==> src/us_pkg.sv <==
package us_pkg;
  // register byte offsets
  localparam logic [7:0] OFS_DATA = 8'h00;
  localparam logic [7:0] OFS_STATUS = 8'h04;
  localparam logic [7:0] OFS_CTRL = 8'h08;
  localparam logic [7:0] OFS_FORMAT = 8'h0c;
  localparam logic [7:0] OFS_BAUD = 8'h10;
  // status bit positions
  localparam int ST_RXC = 7;
  localparam int ST_TXC = 6;
  localparam int ST_UDRE = 5;
  localparam int ST_FE = 4;
  localparam int ST_DOR = 3;
  localparam int ST_UPE = 2;
  // control bit positions
  localparam int CT_TX9 = 0;
  localparam int CT_RX9 = 1;
  localparam int CT_RXEN = 2;
  localparam int CT_TX_ENABLE_BIT = 3;
  localparam int CT_UDRIE = 4;
  localparam int CT_TXCIE = 5;
  // reset values, frame and oversampling constants, fifo depth
  localparam logic [5:0] CTRL_RST = 6'h00;
  localparam logic [6:0] FORMAT_RST = 7'h03;
  localparam logic [11:0] BAUD_RST = 12'h000;
  localparam logic [2:0] SIZE_NINE = 3'h7;
  localparam logic [3:0] OS_LAST = 4'hf;
  localparam logic [3:0] OS_MID = 4'h7;
  localparam int FIFO_DEPTH = 2;

  typedef struct packed {
    logic fe;
    logic dor;
    logic upe;
    logic [8:0] data;
  } us_rx_ent_t;

  typedef enum logic [1:0] {
    RX_IDLE = 2'b00,
    RX_START = 2'b01,
    RX_BITS = 2'b10
  } us_rx_state_t;
endpackage

==> src/us_data_path.sv <==
`timescale 1ns/100ps
module us_data_path (
  // clock and reset
  input wire logic i_core_clk,
  input wire logic i_reset,
  // wishbone slave
  input wire logic i_wb_cyc,
  input wire logic i_wb_stb,
  input wire logic i_wb_we,
  input wire logic [7:0] i_wb_adr,
  input wire logic [3:0] i_wb_sel,
  input wire logic [31:0] i_wb_dat,
  output logic [31:0] o_wb_dat,
  output logic o_wb_ack,
  // interrupt requests
  input wire logic i_global_irq_en,
  input wire logic i_txc_irq_ack,
  output logic o_irq_tx_empty,
  output logic o_irq_tx_done,
  // serial pins
  input wire logic i_serial_clock_pin,
  input wire logic i_rx_line_pin,
  output logic o_tx_line_pin,
  output logic o_tx_line_oe,
  output logic o_rx_pin_owned
);
  ////////////////////////////////////////////////////////////////////////
  logic ack_q, acc, wr, rd, wr_data, rd_data;
  logic [5:0] ctrl_q;
  logic [6:0] fmt_q;
  logic [11:0] baud_q;
  logic [11:0] div_q;
  logic tick, sck_q, sck_rise, sck_fall, sync_mode;
  logic [3:0] nbits;
  logic par_en, par_odd, two_stop;
  logic [8:0] txb_q;
  logic txb_valid_q, tx_busy_q, tx_act_q, txc_q, tx_bit, tx_load, tx_end;
  logic [12:0] tx_sh_q;
  logic [3:0] tx_cnt_q, tx_os_q, tx_len;
  us_pkg::us_rx_state_t rx_st_q;
  logic [3:0] rx_os_q, rx_idx_q;
  logic [9:0] rx_sh_q;
  logic rx_samp, rx_done, rx_push, rx_pop, dor_pend_q;
  us_pkg::us_rx_ent_t fifo_q [us_pkg::FIFO_DEPTH];
  us_pkg::us_rx_ent_t head, rx_ent;
  logic rd_ptr_q;
  logic [1:0] cnt_q;

  assign sync_mode = fmt_q[6];
  assign two_stop = fmt_q[5];
  assign par_en = fmt_q[4];
  assign par_odd = fmt_q[3];
  assign nbits = (fmt_q[2]) ? 4'h9 : {1'b0, fmt_q[2:0]} + 4'h5;

  ////////////////////////////////////////////////////////////////////////
  // bus slave: one wait state, unmapped reads return zero
  assign acc = i_wb_cyc && i_wb_stb && !ack_q;
  assign wr = acc && i_wb_we && i_wb_sel[0];
  assign rd = acc && !i_wb_we;
  assign wr_data = wr && (i_wb_adr == us_pkg::OFS_DATA);
  assign rd_data = rd && (i_wb_adr == us_pkg::OFS_DATA);
  assign o_wb_ack = ack_q;

  always_ff @(posedge i_core_clk) begin
    if (i_reset) begin
      ack_q <= 1'b0;
    end else begin
      ack_q <= acc;
    end
  end

  assign head = fifo_q[rd_ptr_q];

  always_ff @(posedge i_core_clk) begin
    if (i_reset) begin
      o_wb_dat <= 32'h0000_0000;
    end else if (rd) begin
      o_wb_dat <= 32'h0000_0000;
      case (i_wb_adr)
        us_pkg::OFS_DATA: o_wb_dat[7:0] <= head.data[7:0];
        us_pkg::OFS_STATUS: begin
          o_wb_dat[us_pkg::ST_RXC] <= (cnt_q != 2'h0);
          o_wb_dat[us_pkg::ST_TXC] <= txc_q;
          o_wb_dat[us_pkg::ST_UDRE] <= !txb_valid_q;
          o_wb_dat[us_pkg::ST_FE] <= (cnt_q != 2'h0) && head.fe;
          o_wb_dat[us_pkg::ST_DOR] <= (cnt_q != 2'h0) && head.dor;
          o_wb_dat[us_pkg::ST_UPE] <= (cnt_q != 2'h0) && head.upe;
        end
        us_pkg::OFS_CTRL: begin
          o_wb_dat[5:0] <= ctrl_q;
          o_wb_dat[us_pkg::CT_RX9] <= head.data[8];
        end
        us_pkg::OFS_FORMAT: o_wb_dat[6:0] <= fmt_q;
        us_pkg::OFS_BAUD: o_wb_dat[11:0] <= baud_q;
        default: o_wb_dat <= 32'h0000_0000;
      endcase
    end
  end

  // software registers; the receive ninth bit is read-only
  always_ff @(posedge i_core_clk) begin
    if (i_reset) begin
      ctrl_q <= us_pkg::CTRL_RST;
      fmt_q <= us_pkg::FORMAT_RST;
      baud_q <= us_pkg::BAUD_RST;
    end else if (wr) begin
      case (i_wb_adr)
        us_pkg::OFS_CTRL: ctrl_q <= i_wb_dat[5:0] & 6'h3d;
        us_pkg::OFS_FORMAT: fmt_q <= i_wb_dat[6:0];
        us_pkg::OFS_BAUD: baud_q <= i_wb_dat[11:0];
        default: ;
      endcase
    end
  end

  ////////////////////////////////////////////////////////////////////////
  // rate: async ticks at 16x the bit rate, sync uses pin edges
  assign tick = (div_q == baud_q);
  assign sck_rise = i_serial_clock_pin && !sck_q;
  assign sck_fall = !i_serial_clock_pin && sck_q;

  always_ff @(posedge i_core_clk) begin
    if (i_reset) begin
      div_q <= 12'h000;
      sck_q <= 1'b0;
    end else begin
      div_q <= tick ? 12'h000 : div_q + 12'h001;
      sck_q <= i_serial_clock_pin;
    end
  end

  ////////////////////////////////////////////////////////////////////////
  // transmitter
  function automatic logic [12:0] frame_f(logic [8:0] d, logic [3:0] nb,
                                          logic pe, logic po);
    logic [12:0] f;
    logic p;
    f = 13'h1fff;
    p = po;
    f[0] = 1'b0;
    for (int i = 0; i < 9; i++) begin
      if (4'(i) < nb) begin
        f[i + 1] = d[i];
        p = p ^ d[i];
      end
    end
    if (pe) begin
      f[nb + 4'h1] = p;
    end
    return f;
  endfunction

  assign tx_len = nbits + {3'h0, par_en} + {3'h0, two_stop} + 4'h2;
  assign tx_bit = sync_mode ? sck_fall : (tick && tx_os_q == us_pkg::OS_LAST);
  assign tx_end = tx_busy_q && tx_bit && (tx_cnt_q == 4'h1);
  assign tx_load = tx_act_q && txb_valid_q && (!tx_busy_q || tx_end);

  always_ff @(posedge i_core_clk) begin
    if (i_reset) begin
      tx_busy_q <= 1'b0;
      tx_sh_q <= 13'h1fff;
      tx_cnt_q <= 4'h0;
      tx_os_q <= 4'h0;
    end else begin
      tx_os_q <= (tx_load && !tx_busy_q) ? 4'h0 : tx_os_q + {3'h0, tick};
      if (tx_load) begin
        tx_sh_q <= frame_f(txb_q, nbits, par_en, par_odd);
        tx_cnt_q <= tx_len;
        tx_busy_q <= 1'b1;
      end else if (tx_end) begin
        tx_busy_q <= 1'b0;
      end else if (tx_busy_q && tx_bit) begin
        tx_sh_q <= {1'b1, tx_sh_q[12:1]};
        tx_cnt_q <= tx_cnt_q - 4'h1;
      end
    end
  end

  // single-entry buffer; a write while full overwrites it
  always_ff @(posedge i_core_clk) begin
    if (i_reset) begin
      txb_valid_q <= 1'b0;
      txb_q <= 9'h000;
    end else if (wr_data) begin
      txb_valid_q <= 1'b1;
      txb_q <= {ctrl_q[us_pkg::CT_TX9], i_wb_dat[7:0]};
    end else if (tx_load) begin
      txb_valid_q <= 1'b0;
    end
  end

  // disable is deferred until nothing is left to send
  always_ff @(posedge i_core_clk) begin
    if (i_reset) begin
      tx_act_q <= 1'b0;
    end else if (ctrl_q[us_pkg::CT_TX_ENABLE_BIT]) begin
      tx_act_q <= 1'b1;
    end else if (!txb_valid_q && !tx_busy_q) begin
      tx_act_q <= 1'b0;
    end
  end

  // set wins over both clears; status write of one clears
  always_ff @(posedge i_core_clk) begin
    if (i_reset) begin
      txc_q <= 1'b0;
    end else if (tx_end && !txb_valid_q) begin
      txc_q <= 1'b1;
    end else if (i_txc_irq_ack || (wr && i_wb_adr == us_pkg::OFS_STATUS
                                   && i_wb_dat[us_pkg::ST_TXC])) begin
      txc_q <= 1'b0;
    end
  end

  assign o_tx_line_pin = tx_busy_q ? tx_sh_q[0] : 1'b1;
  assign o_tx_line_oe = tx_act_q;
  assign o_irq_tx_empty = ctrl_q[us_pkg::CT_UDRIE] && i_global_irq_en
                          && !txb_valid_q;
  assign o_irq_tx_done = ctrl_q[us_pkg::CT_TXCIE] && i_global_irq_en
                         && txc_q;

  ////////////////////////////////////////////////////////////////////////
  // receiver
  assign o_rx_pin_owned = ctrl_q[us_pkg::CT_RXEN];
  assign rx_samp = (rx_st_q == us_pkg::RX_BITS) && (sync_mode ? sck_rise :
                   (tick && rx_os_q == us_pkg::OS_LAST));
  assign rx_done = rx_samp && (rx_idx_q == nbits + {3'h0, par_en});

  always_ff @(posedge i_core_clk) begin
    if (i_reset || !ctrl_q[us_pkg::CT_RXEN]) begin
      rx_st_q <= us_pkg::RX_IDLE;
      rx_os_q <= 4'h0;
      rx_idx_q <= 4'h0;
      rx_sh_q <= 10'h000;
    end else begin
      case (rx_st_q)
        us_pkg::RX_IDLE: begin
          rx_os_q <= 4'h0;
          rx_idx_q <= 4'h0;
          if (sync_mode && sck_rise && !i_rx_line_pin) begin
            rx_st_q <= us_pkg::RX_BITS;
          end else if (!sync_mode && tick && !i_rx_line_pin) begin
            rx_st_q <= us_pkg::RX_START;
          end
        end
        us_pkg::RX_START: begin
          if (tick) begin
            rx_os_q <= rx_os_q + 4'h1;
            if (rx_os_q == us_pkg::OS_MID) begin
              rx_os_q <= 4'h0;
              rx_st_q <= i_rx_line_pin ? us_pkg::RX_IDLE : us_pkg::RX_BITS;
            end
          end
        end
        us_pkg::RX_BITS: begin
          rx_os_q <= rx_os_q + {3'h0, tick};
          if (rx_samp) begin
            rx_sh_q[rx_idx_q] <= i_rx_line_pin;
            rx_idx_q <= rx_idx_q + 4'h1;
          end
          if (rx_done) begin
            rx_st_q <= us_pkg::RX_IDLE;
          end
        end
        default: rx_st_q <= us_pkg::RX_IDLE;
      endcase
    end
  end

  // assemble the entry: mask high bits, check parity and first stop
  always_comb begin
    logic p;
    p = par_odd;
    rx_ent.data = 9'h000;
    for (int i = 0; i < 9; i++) begin
      if (4'(i) < nbits) begin
        rx_ent.data[i] = rx_sh_q[i];
        p = p ^ rx_sh_q[i];
      end
    end
    rx_ent.upe = par_en && (rx_sh_q[nbits] != p);
    rx_ent.fe = !i_rx_line_pin;
    rx_ent.dor = dor_pend_q;
  end

  // a frame completing into a full fifo is lost and flagged
  assign rx_push = rx_done && (cnt_q != 2'h2);
  assign rx_pop = rd_data && (cnt_q != 2'h0);

  always_ff @(posedge i_core_clk) begin
    if (i_reset || !ctrl_q[us_pkg::CT_RXEN]) begin
      dor_pend_q <= 1'b0;
    end else if (rx_push) begin
      dor_pend_q <= 1'b0;
    end else if (rx_done) begin
      dor_pend_q <= 1'b1;
    end
  end

  always_ff @(posedge i_core_clk) begin
    if (i_reset || !ctrl_q[us_pkg::CT_RXEN]) begin
      rd_ptr_q <= 1'b0;
      cnt_q <= 2'h0;
    end else begin
      rd_ptr_q <= rd_ptr_q ^ rx_pop;
      cnt_q <= cnt_q + {1'b0, rx_push} - {1'b0, rx_pop};
    end
  end

  for (genvar g = 0; g < us_pkg::FIFO_DEPTH; g++) begin : g_fifo
    always_ff @(posedge i_core_clk) begin
      if (i_reset) begin
        fifo_q[g] <= '0;
      end else if (rx_push && (1'(g) == (rd_ptr_q ^ cnt_q[0]))) begin
        fifo_q[g] <= rx_ent;
      end
    end
  end

  ////////////////////////////////////////////////////////////////////////
  wr_clr_empty_a: assert property (@(posedge i_core_clk) disable iff (i_reset)
    wr_data |=> !o_irq_tx_empty && txb_valid_q)
    else $error("data write did not clear buffer-empty");
  load_sets_empty_a: assert property (@(posedge i_core_clk)
    disable iff (i_reset) tx_load && !wr_data |=> !txb_valid_q)
    else $error("buffer-empty not set after shifter load");
  empty_irq_a: assert property (@(posedge i_core_clk) disable iff (i_reset)
    (ctrl_q[us_pkg::CT_UDRIE] && i_global_irq_en && !txb_valid_q)
    |-> o_irq_tx_empty)
    else $error("buffer-empty request missing");
  txc_set_a: assert property (@(posedge i_core_clk) disable iff (i_reset)
    tx_end && !txb_valid_q |=> txc_q)
    else $error("transmit complete not set");
  txc_ack_a: assert property (@(posedge i_core_clk) disable iff (i_reset)
    i_txc_irq_ack && !tx_end |=> !txc_q)
    else $error("transmit complete not cleared on service");
  txc_irq_a: assert property (@(posedge i_core_clk) disable iff (i_reset)
    $rose(txc_q) && ctrl_q[us_pkg::CT_TXCIE] && i_global_irq_en
    |-> o_irq_tx_done)
    else $error("transmit complete request missing");
  tx_hold_a: assert property (@(posedge i_core_clk) disable iff (i_reset)
    tx_act_q && (txb_valid_q || tx_busy_q) |=> tx_act_q)
    else $error("transmitter released with data pending");
  rx_push_a: assert property (@(posedge i_core_clk) disable iff (i_reset)
    rx_push && !rx_pop && ctrl_q[us_pkg::CT_RXEN]
    |=> cnt_q == $past(cnt_q) + 2'h1)
    else $error("frame not moved to receive buffer");
  rx_pop_a: assert property (@(posedge i_core_clk) disable iff (i_reset)
    rx_pop && !rx_push && ctrl_q[us_pkg::CT_RXEN]
    |=> cnt_q == $past(cnt_q) - 2'h1 && rd_ptr_q != $past(rd_ptr_q))
    else $error("data read did not advance fifo");
  rx_flush_a: assert property (@(posedge i_core_clk) disable iff (i_reset)
    !ctrl_q[us_pkg::CT_RXEN] |=> cnt_q == 2'h0)
    else $error("receive buffer not flushed");
  tx_start_a: assert property (@(posedge i_core_clk) disable iff (i_reset)
    tx_load && !tx_busy_q |=> !o_tx_line_pin [*2])
    else $error("frame did not open with start bit");
  full_fifo_c: cover property (@(posedge i_core_clk) cnt_q == 2'h2);
  back_to_back_c: cover property (@(posedge i_core_clk) tx_end && tx_load);
  overrun_c: cover property (@(posedge i_core_clk) rx_done && !rx_push);
endmodule

==> config.mk <==
export PLATFORM = sky130hd
export DESIGN_NAME = us_data_path
export DESIGN_NICKNAME = d
export VERILOG_FILES = /design/src/us_pkg.sv /design/src/us_data_path.sv
export SDC_FILE = /design/constraint.sdc
export NUM_CORES = 1
export LEC_CHECK = 0
export CAP_MARGIN = 20
export CORE_MARGIN = 2
export CORE_UTILIZATION = 30
export DETAILED_ROUTE_END_ITERATION = 12
export DONT_BUFFER_PORTS = 1
export PLACE_DENSITY = 0.43
export SKIP_CTS_REPAIR_TIMING = 1
export SYNTH_ARGS = -nofsm -noshare
export SYNTH_HDL_FRONTEND = slang
export SYNTH_SLANG_ARGS = --single-unit
==> constraint.sdc <==
create_clock -name i_core_clk -period 4.83 [get_ports i_core_clk]
set_input_delay 0.966 -clock i_core_clk [delete_from_list [all_inputs] [get_ports i_core_clk]]
set_output_delay 0.966 -clock i_core_clk [all_outputs]
set_load 0.005 [all_outputs]
# After elaboration in Yosys (flattened, before gate mapping)

Memory sizes are Yosys's and may differ from the RTL's. A register that Yosys moved wholly into a read port is not among the register bits.
Cells that the tools add are included.

Add/sub/neg operators: 13
$lt $le $gt $ge: 14
Equal/unequal tests: 20
Mux-type cells: 127
Bitwise logic cells: 23
Reduce and logical (&&, ||, !) cells: 73

Operators by type and width:

| kind                  | number |
|---|---|
| $mux 1                | 95 |
| $mux 13               | 4 |
| $logic_and 1x1->1     | 40 |
| $mux 4                | 8 |
| $mux 12               | 2 |
| $pmux 4 s5            | 1 |
| $xor 1x1->1           | 20 |
| $add 4x1->4           | 4 |
| $eq 8x4->1 const B    | 2 |
| $lt 3x4->1 const A    | 4 |
| $lt 4x5->1 const B    | 3 |
| $reduce_and 2->1      | 7 |
| $reduce_bool 2->1     | 7 |
| $bwmux 13             | 1 |
| $add 12x1->12 const B | 1 |
| $add 4x1->4 const B   | 3 |
| $eq 12x12->1          | 1 |
| $mux 2                | 6 |
| $ne 2x2->1 const B    | 6 |
| $pmux 4 s3            | 1 |
| $bwmux 10             | 1 |
| $logic_not 1->1       | 9 |
| $demux 1 s4           | 2 |
| $eq 4x4->1 const B    | 2 |
| other kinds (32)      | 40 |

Flip-flop bits (word level): 108
Bits in writable memories: 24
Input port bits: 53
Output and inout port bits: 38
Memories kept: 1

Memories:

| memory | words | width | read ports | clocked after memory_dff | write ports | RTL line           | source |
|---|---|---|---|---|---|---|---|
| fifo_q | 2     | 12    | 1          | 1                        | 2           | us_data_path.sv:44 | `us_pkg::us_rx_ent_t fifo_q [us_pkg::FIFO_DEPTH];` |

# Longest topological paths before layout

Depth in word-level cells: 44
Depth in mapped cells: 14
Gate-level depth less buffers: 13

# Worst setup path after synthesis

OpenSTA, ideal clock, no wires.

Kind: register to register
Start: register fmt_q[0]
End: memory fifo_q[0][0] (netlist bit), enable pin
Library setup time: 383 ps
Data arrival time: 2940 ps
Data required time: 4447 ps
Path slack: 1507 ps
Cell stages (with the launch flop): 10
Period minus slack after synthesis: 3323 ps
Cell sequence: dfxtp_1 -> ha_1 -> buf_2 -> clkbuf_1 -> nor2b_1 -> ha_1 -> xor2_1 -> nor4_4 -> o2111ai_4 -> o21bai_1

RTL lines:

| element                | RTL line            | source |
|---|---|---|
| start, declared        | us_data_path.sv:30  | `logic [6:0] fmt_q;` |
| start signal, assigned | us_data_path.sv:104 | `fmt_q <= us_pkg::FORMAT_RST;` |
| start signal, assigned | us_data_path.sv:109 | `us_pkg::OFS_FORMAT: fmt_q <= i_wb_dat[6:0];` |
| end, declared          | us_data_path.sv:44  |  |

==> results.md <==
- H-tree depth: 4
- Min Tclk post-route: 3.66 ns
- Drt total wl: 20200 µm
- Setup Viol. Count Final: 0
- Synth-to-layout area growth: 11.5%
- Layout Nets: 883
- Post-Syn Area: 0.00723 mm²
- Grt ovf: 0
- Largest stage delay, worst path: 0.72 ns
- Setup CP Type: flop to flop
- Most common cell in the netlist: nor2_1
- Die span in x: 159 µm
- Startpoint types: flop
- CTS Buffer Depth: 2
- Placed cells: 1108
- Area of the multi-input gates: 0.00399 mm²
- CP most frequent cell: ha_1
- Diodes inserted: 0
- Async set-reset flop share out of synthesis: 0
- Global-route wire length before repair: 31700 µm
- PortBufs: 0
- Setup TNS: 0 ns
- Reg2reg setup slack: 1.17 ns
- Synth area leaders: dfxtp_1 (30%), edfxtp_1 (10%), mux2i_1 (6.2%)
- Detailed Routing Iterations Pass 1: 4
- Rel. slew slack: 0.261
- Synth area leader: dfxtp_1
- Vias/cell: 4.95
- Sequential area share after synthesis: 0.399
- Post-route ant nets: 0
- DRC viols: 0
- Max Fclk: 273 MHz
- Slew Viols, Final: 0
- Vias: 5642
- Row count: 56
- Netlist cell types: 76
- Num CTS Buffers: 17
- Worst-path clk slew: 0.07 ns
- WP buf/inv: 1
- Worst EP arrival: 3.92 ns
- Slowest library cell on the worst path: ha_1
- Reg area: 0.00288 mm²
- Unrepaired setup endpoints after global routing: false
- Worst Hold Class: flop to flop
- Post-synth top cells: nor2_1 (113), dfxtp_1 (108), nand2_1 (76), mux2i_1 (45), a21oi_1 (44)
- Post-DP Area: 0.00743 mm²
- Cells after Synth: 825
- Post-detail-place hpwl: 14700 µm
- Clock latency on the worst-skew pair: 0.43 ns
- Avg Inst Size Synth: 8.77 µm²
- Flops & latches, synth: 132
- Clock Skew: 0.00933 ns
- Post-synth EDFFs: 24
- Ports: 91
- Post-place setup slack: 1.19 ns
- Total clock sinks: 132
- CTS root buf: clkbuf_16
- Fillers: 2465
- Slew @ Worst Pin: 1.11 ns
- Layout cell share with drive strength beyond 1: 0.0767
- Crit end category: flop
- Pwr/cell area: 318 mW/mm²
- Total GRT Usage: 0.161
- Cell family with most CP delay: simple AND/OR/NAND/NOR gates
- Yosys top cell area share: 0.299
- Leakage power: 2.92 nW
- Die area: 0.0254 mm²
- Worst VDD drop: 147 µV
- Final Cell Area: 0.00807 mm²
- YS warnings: 0
- Hold violation count in the final report: 0
- Core ar.: 0.0235 mm²
- Synth Flop Type: dfxtp_1
- CP Cell Sequence: buf_4, ha_1, nor2b_1, ha_1, xnor2_2, xnor2_1, nor4_4, o2111ai_4, or3_4, nor3b_1
- Worst Path Required: 5.08 ns
- DRT iter0 DRCs: 343
- Number of global-route vias before repair: 5425
- Tcrit/Tclk final: 0.758
- CTS tree: yes
- Die H: 159 µm
- CP Max Fanout: 20
- Final WS setup: 1.17 ns
- Status: finished, final reports clean
- Largest net degree at the start of global routing: 80
- MaxCap Viol Count: 0
- Initial core utilization: 0.307
- Mean routed wirelength per cell: 17.7 µm
- Final GP Congestion: 0.785
- Antenna violations before repair: 0
- Smallest hold slack: 0.457 ns
- Post-Layout Cell Count: 1140
worst reg2reg max path, stage by stage (launching register included):
cell and delay (ns):
dfxtp_1 0.29, buf_4 0.17, ha_1 0.72, nor2b_1 0.43, ha_1 0.26, xnor2_2 0.19, xnor2_1 0.19, nor4_4 0.31
o2111ai_4 0.21, or3_4 0.51, nor3b_1 0.21
flip-flops by register name (all words and copies together), names as in the netlist, 2 cells and up:
name and cells:
rx_idx_q 4, tx_os_q 4, cnt_q 2, txb_q 9, o_wb_dat 12, fmt_q 7
rx_os_q 4, rx_sh_q 10, ctrl_q 5, div_q 12, tx_sh_q 13, fifo_q 24
tx_cnt_q 4, baud_q 12, rx_st_q 2
final timing paths:
check                            from                          to  cells after the start
max reg2reg     fmt_q[1]$_SDFFE_PP1P_  fifo_q[0][9]$_SDFFCE_PN0P_                     10
min          tx_sh_q[12]$_SDFFE_PP1P_    tx_sh_q[12]$_SDFFE_PP1P_                      1
max             fmt_q[1]$_SDFFE_PP1P_  fifo_q[0][9]$_SDFFCE_PN0P_                     10
min reg2reg  tx_sh_q[12]$_SDFFE_PP1P_    tx_sh_q[12]$_SDFFE_PP1P_                      1
cell type report:
| type | instances | area share |
|---|---|---|
| multi-input cells | 620 | 0.494 |
| flip-flops and latches | 132 | 0.357 |
| clock buffers | 19 | 0.0576 |
| well taps | 319 | 0.0495 |
| clock inverters | 13 | 0.0206 |
| inverters | 30 | 0.0140 |
| repair buffers | 7 | 0.00652 |
stage by stage:
step,utilization,total power [W]
2_1_floorplan,-,0.00121
3_3_place_gp,0.316,0.00120
3_5_place_dp,0.316,0.00120
4_1_cts,0.343,0.00259
5_1_grt,0.343,0.00266
6_report,0.343,0.00256
power by group:
group / switching [W] / internal (W)
logic: 0.0000229 / 0.0000148
registers: 0.00000628 / 0.00113
clock network: 0.000521 / 0.000863
total: 0.000550 / 0.00201
per-layer routing:
metal | vias up | share of wire | track usage
met5 | - | 0 | 0
met4 | 0 | 0.011 | 0.0430
met3 | 14 | 0.043 | 0.0414
met2 | 86 | 0.45 | 0.252
met1 | 2687 | 0.49 | 0.221
li1 | 2855 | - | -
kinds of logic (layout without fill, tap and decap cells):
group,after synthesis,count (layout),synth area share
simple gates,322,322,0.219
flops,132,132,0.399
fa+ha+maj,23,23,0.0394
compound gates,156,156,0.145
mux,48,48,0.0685
other cells,1,20,0.000518
buf+inv,92,69,0.0616
xor+xnor,51,51,0.0676
cells in the final DEF (no fill, tap or decap), types with 20 or more instances in the layout:
master    count
dfxtp_1     108
edfxtp_1     24
mux2i_1      45
ha_1         22
nor2_1      113
a21oi_1      44
inv_1        30
nand2_1      76
conb_1       20
xor2_1       31
nand3_1      28
o21ai_0      36
Power figures use the tool's default switching activity.
